**config.mk**
```make
export PLATFORM = sky130hd
export DESIGN_NAME = three_port_forwarding
export DESIGN_NICKNAME = d
export VERILOG_FILES = /design/src/posted_fifo.v /design/src/three_port_forwarding.v
export VERILOG_INCLUDE_DIRS = /design/src
export SDC_FILE = /design/constraint.sdc
export NUM_CORES = 2
export LEC_CHECK = 0
export CAP_MARGIN = 20
export CELL_PAD_IN_SITES_DETAIL_PLACEMENT = 0
export CELL_PAD_IN_SITES_GLOBAL_PLACEMENT = 2
export CORE_AREA = 10 10 338 340
export DETAILED_ROUTE_END_ITERATION = 7
export DIE_AREA = 0 0 348 350
export DONT_BUFFER_PORTS = 1
export PLACE_DENSITY = 0.81
export REMOVE_ABC_BUFFERS = 1
export SETUP_SLACK_MARGIN = 0.02
export SKIP_CTS_REPAIR_TIMING = 1
export SYNTH_ARGS = -nofsm -noshare
export SYNTH_HDL_FRONTEND = slang
export SYNTH_SLANG_ARGS = --single-unit
```
**constraint.sdc**
```tcl
create_clock -name clk -period 17 [get_ports clk]
set_input_delay 0.85 -clock clk [delete_from_list [all_inputs] [get_ports clk]]
set_output_delay 0.85 -clock clk [all_outputs]
set_load 0.03 [all_outputs]
```
**src/bridge_fwd_defs.vh**
```
// Constants shared by the transaction forwarding core and its test bench
`ifndef BRIDGE_FWD_DEFS_VH
`define BRIDGE_FWD_DEFS_VH

// ----------------------------------------------------------------------
// Port numbering
// ----------------------------------------------------------------------
`define PORT_PRI      2'd0
`define PORT_SEC_ONE  2'd1
`define PORT_SEC_TWO  2'd2
`define PORT_NONE     2'd3

// ----------------------------------------------------------------------
// Bus commands
// ----------------------------------------------------------------------
`define CMD_MEM_WR    4'h7
`define CMD_MEM_WR_INV 4'hf
`define CMD_WR_BIT    0

// ----------------------------------------------------------------------
// Queue entry layout {dest, cmd, addr, data}
// ----------------------------------------------------------------------
`define ENT_DATA_LSB  0
`define ENT_ADDR_LSB  32
`define ENT_CMD_LSB   64
`define ENT_DEST_LSB  68
`define ENT_WIDTH     70
`define POSTED_DEPTH  16

// ----------------------------------------------------------------------
// Timing
// ----------------------------------------------------------------------
`define CLK_PERIOD_NS 10
`define MA_WAIT_NS    50
`define MA_WAIT_CYC   ((`MA_WAIT_NS + `CLK_PERIOD_NS - 1) / `CLK_PERIOD_NS)

// ----------------------------------------------------------------------
// Reset and master-abort values
// ----------------------------------------------------------------------
`define ABORT_RDATA   32'hffffffff
`define STROBES_IDLE  3'h7

`endif

```
**src/posted_fifo.v**
```verilog
// First-in first-out queue holding posted writes
`timescale 1ns/100ps
`default_nettype none

module posted_fifo #(
  parameter WIDTH = 70,
  parameter DEPTH = 16,
  parameter AW    = 4
) (
  // Clock and reset
  input  wire             clk,
  input  wire             reset_n,
  // Fill side
  input  wire             in_valid,
  output wire             in_ready,
  input  wire [WIDTH-1:0] in_data,
  // Drain side
  output wire             out_valid,
  input  wire             out_ready,
  output wire [WIDTH-1:0] out_data,
  // Occupancy
  output wire [AW:0]      count
);

  reg  [WIDTH-1:0] mem [0:DEPTH-1];
  reg  [AW-1:0]    wr_ptr_ff;
  reg  [AW-1:0]    rd_ptr_ff;
  reg  [AW:0]      cnt_ff;
  wire             push;
  wire             pop;

  assign in_ready  = (cnt_ff != DEPTH[AW:0]);
  assign out_valid = (cnt_ff != {(AW+1){1'b0}});
  assign out_data  = mem[rd_ptr_ff];
  assign count     = cnt_ff;
  assign push      = in_valid && in_ready;
  assign pop       = out_valid && out_ready;

  always @(posedge clk)
  begin
    if (push)
      mem[wr_ptr_ff] <= in_data;
  end

  always @(posedge clk)
  begin
    if (!reset_n)
    begin
      wr_ptr_ff <= {AW{1'b0}};
      rd_ptr_ff <= {AW{1'b0}};
      cnt_ff    <= {(AW+1){1'b0}};
    end
    else
    begin
      if (push)
        wr_ptr_ff <= wr_ptr_ff + 1'b1;
      if (pop)
        rd_ptr_ff <= rd_ptr_ff + 1'b1;
      if (push && !pop)
        cnt_ff <= cnt_ff + 1'b1;
      else if (pop && !push)
        cnt_ff <= cnt_ff - 1'b1;
    end
  end

endmodule

`default_nettype wire

```
**src/three_port_forwarding.v**
```verilog
// Claiming, ordering and forwarding core of a three-port bus bridge
`timescale 1ns/100ps
`default_nettype none
`include "bridge_fwd_defs.vh"

// Functional notes
// Primary-local target: primary cycle left unclaimed
// Primary-to-secondary: claim, post or retry
// Forward, hold result, finish identical repeat
// Primary cycle decoding nowhere stays unclaimed
// Secondary cycle to same/no bus unclaimed
// Secondary cycle elsewhere: claim, post/retry, forward
// All forwarding obeys bus ordering constraints
// Memory write and invalidate are posted
// Reads become delayed read request/completion
// Other writes become delayed write request/completion
// Later transaction judged against each earlier one
// Posted writes drain strictly in order
// Delayed read waits for earlier posted writes
// Posted write passes head delayed request
// Write completion passes all but completions
// Requests pass completions; read completions wait writes
// Master abort: release frame, then initiator-ready
module three_port_forwarding #(
  parameter [31:0] PRI_BASE     = 32'h00000000,
  parameter [31:0] PRI_LIMIT    = 32'h3fffffff,
  parameter [31:0] SEC_ONE_BASE = 32'h40000000,
  parameter [31:0] SEC_ONE_LIMIT = 32'h5fffffff,
  parameter [31:0] SEC_TWO_BASE = 32'h60000000,
  parameter [31:0] SEC_TWO_LIMIT = 32'h7fffffff,
  parameter        DEPTH        = `POSTED_DEPTH,
  parameter        AW           = 4
) (
  // Clock and reset
  input  wire        clk,
  input  wire        reset_n,
  // Initiator cycles, port i in slice i
  input  wire [2:0]  cyc_start,
  input  wire [95:0] cyc_addr,
  input  wire [11:0] cyc_cmd,
  input  wire [95:0] cyc_wdata,
  input  wire        primary_other_devsel_n,
  // Target-side answers
  output wire        primary_device_select_n,
  output wire        secondary_one_device_select_n,
  output wire        secondary_two_device_select_n,
  output wire [2:0]  resp_done,
  output wire [2:0]  resp_retry,
  output wire [31:0] resp_rdata,
  // Forwarding initiator
  output wire [2:0]  mst_frame_n,
  output wire [2:0]  mst_irdy_n,
  output wire [31:0] mst_addr,
  output wire [3:0]  mst_cmd,
  output wire [31:0] mst_wdata,
  input  wire [2:0]  mst_devsel_n,
  input  wire [2:0]  mst_ack,
  input  wire [31:0] mst_rdata
);

  // ----------------------------------------------------------------------
  // Declarations
  // ----------------------------------------------------------------------
  localparam [3:0] ST_IDLE = 4'b0001, ST_WAIT = 4'b0010, ST_ABT = 4'b0100, ST_DONE = 4'b1000;
  localparam integer MA_CYC_INT = `MA_WAIT_CYC;
  localparam [2:0] MA_CYC  = MA_CYC_INT[2:0];
  reg  [3:0]     state_ff, mcmd_ff, slot_cmd_ff;
  reg  [2:0]     devsel_n_ff, done_ff, retry_ff, frame_n_ff, irdy_n_ff, wait_cnt_ff;
  reg  [31:0]    rdata_ff, maddr_ff, mwdata_ff, slot_addr_ff, slot_wdata_ff, slot_rdata_ff;
  reg  [1:0]     mdest_ff, slot_port_ff, slot_dest_ff;
  reg            mposted_ff, seen_ff, slot_busy_ff, slot_done_ff;
  reg  [AW:0]    slot_ahead_ff, cmpl_ahead_ff;
  wire [5:0]     dst;
  wire [2:0]     claim, posted, match;
  wire [AW:0]    fifo_count;
  wire           fifo_in_ready, fifo_out_valid, pop;
  wire [69:0]    fifo_out_data;
  reg  [1:0]     win;
  reg            win_any;
  integer        i;

  // ----------------------------------------------------------------------
  // Address decode and claim decision per port
  // ----------------------------------------------------------------------
  function [1:0] dest_of;
    input [1:0]  src;
    input [31:0] a;
    reg hit_p, hit_one, hit_two;
    begin
      hit_p   = (a >= PRI_BASE) && (a <= PRI_LIMIT);
      hit_one = (a >= SEC_ONE_BASE) && (a <= SEC_ONE_LIMIT);
      hit_two = (a >= SEC_TWO_BASE) && (a <= SEC_TWO_LIMIT);
      dest_of = `PORT_NONE;
      case (src)
        // Local primary targets and unmapped addresses are left alone
        `PORT_PRI:
          if (!hit_p && hit_one)
            dest_of = `PORT_SEC_ONE;
          else if (!hit_p && hit_two)
            dest_of = `PORT_SEC_TWO;
        `PORT_SEC_ONE:
          if (hit_p)
            dest_of = `PORT_PRI;
          else if (hit_two)
            dest_of = `PORT_SEC_TWO;
        `PORT_SEC_TWO:
          if (hit_p)
            dest_of = `PORT_PRI;
          else if (hit_one)
            dest_of = `PORT_SEC_ONE;
        default:
          dest_of = `PORT_NONE;
      endcase
    end
  endfunction
  genvar g;
  generate
    for (g = 0; g < 3; g = g + 1)
    begin : g_port
      localparam integer PIDX = g;
      assign dst[g*2+:2] = dest_of(PIDX[1:0], cyc_addr[g*32+:32]);
      // Fast or medium primary responders already own the cycle
      assign claim[g]  = cyc_start[g] && (dst[g*2+:2] != `PORT_NONE) &&
                         !(g == 0 && !primary_other_devsel_n);
      assign posted[g] = (cyc_cmd[g*4+:4] == `CMD_MEM_WR) ||
                         (cyc_cmd[g*4+:4] == `CMD_MEM_WR_INV);
      // Read completions wait until earlier posted writes are gone
      assign match[g]  = slot_done_ff && (slot_port_ff == PIDX[1:0]) &&
                         (slot_addr_ff == cyc_addr[g*32+:32]) &&
                         (slot_cmd_ff == cyc_cmd[g*4+:4]) &&
                         (cyc_cmd[g*4+`CMD_WR_BIT] ||
                          (cmpl_ahead_ff == {(AW+1){1'b0}}));
    end
  endgenerate
  // Lowest port number wins when several claim at once; the rest retry
  always @*
  begin
    win     = 2'd0;
    win_any = 1'b0;
    for (i = 2; i >= 0; i = i - 1)
      if (claim[i])
      begin
        win     = i[1:0];
        win_any = 1'b1;
      end
  end

  // ----------------------------------------------------------------------
  // Posted write queue
  // ----------------------------------------------------------------------
  wire do_post = win_any && posted[win] && fifo_in_ready;
  wire do_cmpl = win_any && !posted[win] && match[win];
  wire do_cap  = win_any && !posted[win] && !match[win] && !slot_busy_ff;
  assign pop = (state_ff == ST_IDLE) && fifo_out_valid;
  posted_fifo #(.WIDTH (`ENT_WIDTH), .DEPTH (DEPTH), .AW (AW)) u_posted (
    .clk       (clk),
    .reset_n   (reset_n),
    .in_valid  (do_post),
    .in_ready  (fifo_in_ready),
    .in_data   ({dst[win*2+:2], cyc_cmd[win*4+:4], cyc_addr[win*32+:32],
                 cyc_wdata[win*32+:32]}),
    .out_valid (fifo_out_valid),
    .out_ready (pop),
    .out_data  (fifo_out_data),
    .count     (fifo_count)
  );

  // ----------------------------------------------------------------------
  // Target-side answers and delayed transaction slot
  // ----------------------------------------------------------------------
  always @(posedge clk)
  begin
    if (!reset_n)
    begin
      devsel_n_ff   <= `STROBES_IDLE;
      done_ff       <= 3'h0;
      retry_ff      <= 3'h0;
      rdata_ff      <= 32'h00000000;
      slot_busy_ff  <= 1'b0;
      slot_port_ff  <= `PORT_PRI;
      slot_dest_ff  <= `PORT_NONE;
      slot_addr_ff  <= 32'h00000000;
      slot_cmd_ff   <= 4'h0;
      slot_wdata_ff <= 32'h00000000;
      slot_ahead_ff <= {(AW+1){1'b0}};
    end
    else
    begin
      devsel_n_ff <= ~claim;
      done_ff     <= 3'h0;
      retry_ff    <= claim;
      if (do_post || do_cmpl)
      begin
        // Posted writes end normally; a repeated delayed cycle gets its result
        done_ff[win]  <= 1'b1;
        retry_ff[win] <= 1'b0;
      end
      if (do_cmpl)
      begin
        rdata_ff     <= slot_rdata_ff;
        slot_busy_ff <= 1'b0;
      end
      else if (do_cap)
      begin
        // One delayed request at a time: later requests are retried
        slot_busy_ff  <= 1'b1;
        slot_port_ff  <= win;
        slot_dest_ff  <= dst[win*2+:2];
        slot_addr_ff  <= cyc_addr[win*32+:32];
        slot_cmd_ff   <= cyc_cmd[win*4+:4];
        slot_wdata_ff <= cyc_wdata[win*32+:32];
        slot_ahead_ff <= fifo_count - {{AW{1'b0}}, pop};
      end
      else if (pop && slot_ahead_ff != {(AW+1){1'b0}})
        slot_ahead_ff <= slot_ahead_ff - 1'b1;
    end
  end

  // ----------------------------------------------------------------------
  // Forwarding initiator
  // ----------------------------------------------------------------------
  always @(posedge clk)
  begin
    if (!reset_n)
    begin
      state_ff      <= ST_IDLE;
      frame_n_ff    <= `STROBES_IDLE;
      irdy_n_ff     <= `STROBES_IDLE;
      maddr_ff      <= 32'h00000000;
      mcmd_ff       <= 4'h0;
      mwdata_ff     <= 32'h00000000;
      mdest_ff      <= `PORT_PRI;
      mposted_ff    <= 1'b0;
      seen_ff       <= 1'b0;
      wait_cnt_ff   <= 3'h0;
      slot_done_ff  <= 1'b0;
      slot_rdata_ff <= 32'h00000000;
      cmpl_ahead_ff <= {(AW+1){1'b0}};
    end
    else
    begin
      if (do_cmpl || do_cap)
        slot_done_ff <= 1'b0;
      if (pop && cmpl_ahead_ff != {(AW+1){1'b0}})
        cmpl_ahead_ff <= cmpl_ahead_ff - 1'b1;
      case (state_ff)
        ST_IDLE:
        begin
          seen_ff     <= 1'b0;
          wait_cnt_ff <= 3'h0;
          // Posted writes go first, in order, even past the head request
          if (fifo_out_valid)
          begin
            mdest_ff   <= fifo_out_data[`ENT_DEST_LSB+:2];
            mcmd_ff    <= fifo_out_data[`ENT_CMD_LSB+:4];
            maddr_ff   <= fifo_out_data[`ENT_ADDR_LSB+:32];
            mwdata_ff  <= fifo_out_data[`ENT_DATA_LSB+:32];
            mposted_ff <= 1'b1;
            frame_n_ff[fifo_out_data[`ENT_DEST_LSB+:2]] <= 1'b0;
            irdy_n_ff[fifo_out_data[`ENT_DEST_LSB+:2]]  <= 1'b0;
            state_ff   <= ST_WAIT;
          end
          else if (slot_busy_ff && !slot_done_ff &&
                   slot_ahead_ff == {(AW+1){1'b0}})
          begin
            mdest_ff   <= slot_dest_ff;
            mcmd_ff    <= slot_cmd_ff;
            maddr_ff   <= slot_addr_ff;
            mwdata_ff  <= slot_wdata_ff;
            mposted_ff <= 1'b0;
            frame_n_ff[slot_dest_ff] <= 1'b0;
            irdy_n_ff[slot_dest_ff]  <= 1'b0;
            state_ff   <= ST_WAIT;
          end
        end
        ST_WAIT:
        begin
          if (!mst_devsel_n[mdest_ff])
            seen_ff <= 1'b1;
          if (mst_ack[mdest_ff])
          begin
            frame_n_ff    <= `STROBES_IDLE;
            irdy_n_ff     <= `STROBES_IDLE;
            slot_rdata_ff <= mst_rdata;
            state_ff      <= ST_DONE;
          end
          else if (!seen_ff && mst_devsel_n[mdest_ff])
          begin
            wait_cnt_ff <= wait_cnt_ff + 1'b1;
            if (wait_cnt_ff == MA_CYC - 3'd1)
            begin
              // Nobody answered: frame goes first, initiator-ready a cycle later
              frame_n_ff    <= `STROBES_IDLE;
              slot_rdata_ff <= `ABORT_RDATA;
              state_ff      <= ST_ABT;
            end
          end
        end
        ST_ABT:
        begin
          irdy_n_ff <= `STROBES_IDLE;
          state_ff  <= ST_DONE;
        end
        ST_DONE:
        begin
          // Result held for the repeat; read completions queue behind posted writes
          if (!mposted_ff)
          begin
            slot_done_ff  <= 1'b1;
            cmpl_ahead_ff <= fifo_count;
          end
          state_ff <= ST_IDLE;
        end
        default:
          state_ff <= ST_IDLE;
      endcase
    end
  end

  // ----------------------------------------------------------------------
  // Outputs
  // ----------------------------------------------------------------------
  assign primary_device_select_n       = devsel_n_ff[0];
  assign secondary_one_device_select_n = devsel_n_ff[1];
  assign secondary_two_device_select_n = devsel_n_ff[2];
  assign resp_done   = done_ff;
  assign resp_retry  = retry_ff;
  assign resp_rdata  = rdata_ff;
  assign mst_frame_n = frame_n_ff;
  assign mst_irdy_n  = irdy_n_ff;
  assign mst_addr    = maddr_ff;
  assign mst_cmd     = mcmd_ff;
  assign mst_wdata   = mwdata_ff;

endmodule

`default_nettype wire

```
==> results.json <==
{
  "routed_via_density": 6.22,
  "dr.pass1.iters": 5,
  "multi_input_area_sq_um": 15700,
  "period_share": 0.255,
  "cts_max_path_buffers": 3,
  "setup_tns_ps": 0,
  "status": "finished clean",
  "dpl.hpwl_microns": 83800,
  "cts_buffers": 143,
  "synth_area_per_cell_sq_um": 18.3,
  "hp-class": "input pin to flip-flop",
  "post-route-min-period_ps": 4330,
  "synth-seq-cells": 1379,
  "dieArea_sq_um": 122000,
  "syn_inst": 3035,
  "max_freq_mhz": 231,
  "ys_types": 66,
  "drt-wirelength-per-cell_microns": 30.9,
  "slew_violations": 0,
  "ys_top_cells_by_count": "1120 x edfxtp_1, 350 x mux4_2, 259 x dfxtp_1",
  "cp-end-kind": "flip-flop",
  "synth_most_common_cell": "edfxtp_1",
  "crit_type": "input pin to flip-flop",
  "min-delay-start": "mst_rdata[6]",
  "cp.required_ps": 17370,
  "routed-wl-met3_microns": 12800,
  "dr_wl_met2_microns": 70000,
  "die_h_microns": 350,
  "cts_tree": "yes",
  "clk_latency_ps": 760,
  "crit_fanout": 34,
  "relSlewSlack": 0.191,
  "dpl-instance-area_sq_um": 57000,
  "grt_usage": 0.233,
  "grt_pass1_vias": 29200,
  "cpMaxStageDelayCell": "buf_4",
  "syn_area_sq_um": 55500,
  "max_stage_delay_ps": 670,
  "vdd_drop_max_mv": 0.114,
  "syn2layout_area_growth_pct": 12.1,
  "finalWirelength_microns": 143000,
  "instances_no_fill": 4611,
  "rsz0062_at_grt": "no",
  "yosysTopAreaCell": "edfxtp_1",
  "grt_pass1_wl_microns": 207000,
  "synthFlopType": "edfxtp_1",
  "die_x_microns": 348,
  "yosysWarnings": 0,
  "grt_max_degree": 252,
  "async_reset_ff_frac": 0,
  "path_cells": "inv_1 > or3_4 > o22ai_1 > a21oi_1 > a21oi_2 > nand2_1 > nor3_2 > buf_4 > buf_4",
  "synthDominantCellAreaShare": 0.606,
  "cts_max_level": 4,
  "worst_ep_arrival_time_ps": 4700,
  "clk_pin_slew_ps": 60,
  "setup.worst_path.start_class": "input pin",
  "p_per_area_nw_per_um2": 147,
  "dr.max_layer_used": "met4",
  "holdWs_ps": 280,
  "gr-total-overflow": 0,
  "fp-row-count": 121,
  "initial_utilization": 0.515,
  "synth_seq_area_share": 0.700,
  "leakagePower_nw": 20.5,
  "num_vias": 28700,
  "final_nets": 3341,
  "drv_cap": 0,
  "cts_root_buffer": "clkbuf_16",
  "drc": 0,
  "io_buffer_count": 0,
  "gp_congestion": 0.861,
  "drt-met1-wl_microns": 56200,
  "setup_viol": 0,
  "ant_nets": 0,
  "clock_skew_ps": 32.3,
  "drtIter0Drc": 2795,
  "register_area_sq_um": 38800,
  "core_area_sq_um": 108000,
  "fill_cells": 7930,
  "utilization": 0.577,
  "finalHoldViolations": 0,
  "synthTopCellsByArea": "edfxtp_1 61%, mux4_2 14%, dfxtp_1 9.3%, mux2i_1 3.1%, xnor2_1 1.9%",
  "final_area_sq_um": 62200,
  "ios": 363,
  "antenna_found_initial": 1,
  "tightest_slew_ps": 1210,
  "synth_edf_count": 1120,
  "cts.sinks": 1379,
  "cp-startpoint": "cyc_start[1]",
  "place_inst": 4306,
  "crit_top_cell": "buf_4",
  "layout-drive-gt1-share": 0.237
}
-- cells by family after synthesis --
logic type / Yosys count / synth area share
multiplexers: 524 / 0.173
AO/OA/AOI/OAI: 310 / 0.0421
adder cells (fa/ha/maj): 17 / 0.00397
buffers and inverters: 245 / 0.0200
XOR/XNOR: 124 / 0.0196
flip-flops: 1379 / 0.700
AND/OR/NAND/NOR: 436 / 0.0414
-- per-layer routing --
layer	GRT usage	up-vias
li1	-	12200
met1	0.303	15100
met2	0.378	1183
met3	0.0695	201
met4	0.0698	0
met5	0	-
-- power breakdown --
part           switching, mW  internal (mW)
Sequential             0.271           3.81
Clock                   1.30           1.90
Combinational          0.966          0.879
Total                   2.53           6.59
-- stage by stage --
step	setup slack, ps	power (mW)
4_1_cts	12470	9.18
5_1_grt	12340	9.48
3_3_place_gp	12000	5.95
2_1_floorplan	3750	5.93
3_5_place_dp	11980	5.99
6_report	12670	9.12
-- final cells by class --
class,instances,area share
Inverter,27,0.00163
Sequential cell,1379,0.624
Multi-Input combinational cell,1411,0.252
Tap cell,1414,0.0284
Timing Repair Buffer,114,0.0156
Antenna cell,1,0.0000402
Clock buffer,190,0.0638
Clock inverter,75,0.0141
-- state kept, by name, indices dropped and copies added (netlist names), 5 cells and up, named ones only --
register,cells
cmpl_ahead_ff,5
slot_addr_ff,32
resp_rdata,32
mst_wdata,32
slot_rdata_ff,32
mst_addr,32
slot_wdata_ff,32
slot_ahead_ff,5
u_posted.mem,1120
u_posted.count,5
-- path summary, 6_finish.rpt --
path	cells past startpoint	slack (ps)	to
max	9	12670	u_posted.mem[6][45]
min	1	280	slot_rdata_ff[6]
max reg2reg	8	12750	mst_wdata[21]
min reg2reg	2	520	slot_wdata_ff[31]
-- critical path, delay by kind of cell --
family | cells | cell delay, ps
simple gates | 3 | 1460
buf+inv | 3 | 1390
compound gates | 3 | 920
-- placed cells by master (no fill, tap or decap), drive strengths merged, types with 4 or more instances in the layout --
cell / netlist / routed
o221a: 32 / 32
nand2: 110 / 110
a21oi: 87 / 87
nor2b: 112 / 112
nand3: 15 / 15
dfxtp: 259 / 259
inv: 27 / 35
nor3: 11 / 11
o22ai: 67 / 67
nor3b: 8 / 8
buf: 68 / 113
ha: 16 / 16
xnor2: 121 / 121
a31oi: 5 / 5
mux4: 350 / 350
clkbuf: 150 / 191
edfxtp: 1120 / 1120
nand2b: 6 / 6
a21boi: 5 / 5
bufinv: 0 / 16
clkinv: 0 / 48
and2: 27 / 27
mux2i: 174 / 174
nand3b: 5 / 5
nor4: 8 / 8
nor2: 89 / 89
o21ai: 20 / 20
nand4: 26 / 26
or3: 4 / 4
o211a: 75 / 75
No activity file was read; power rests on OpenSTA's default activity.
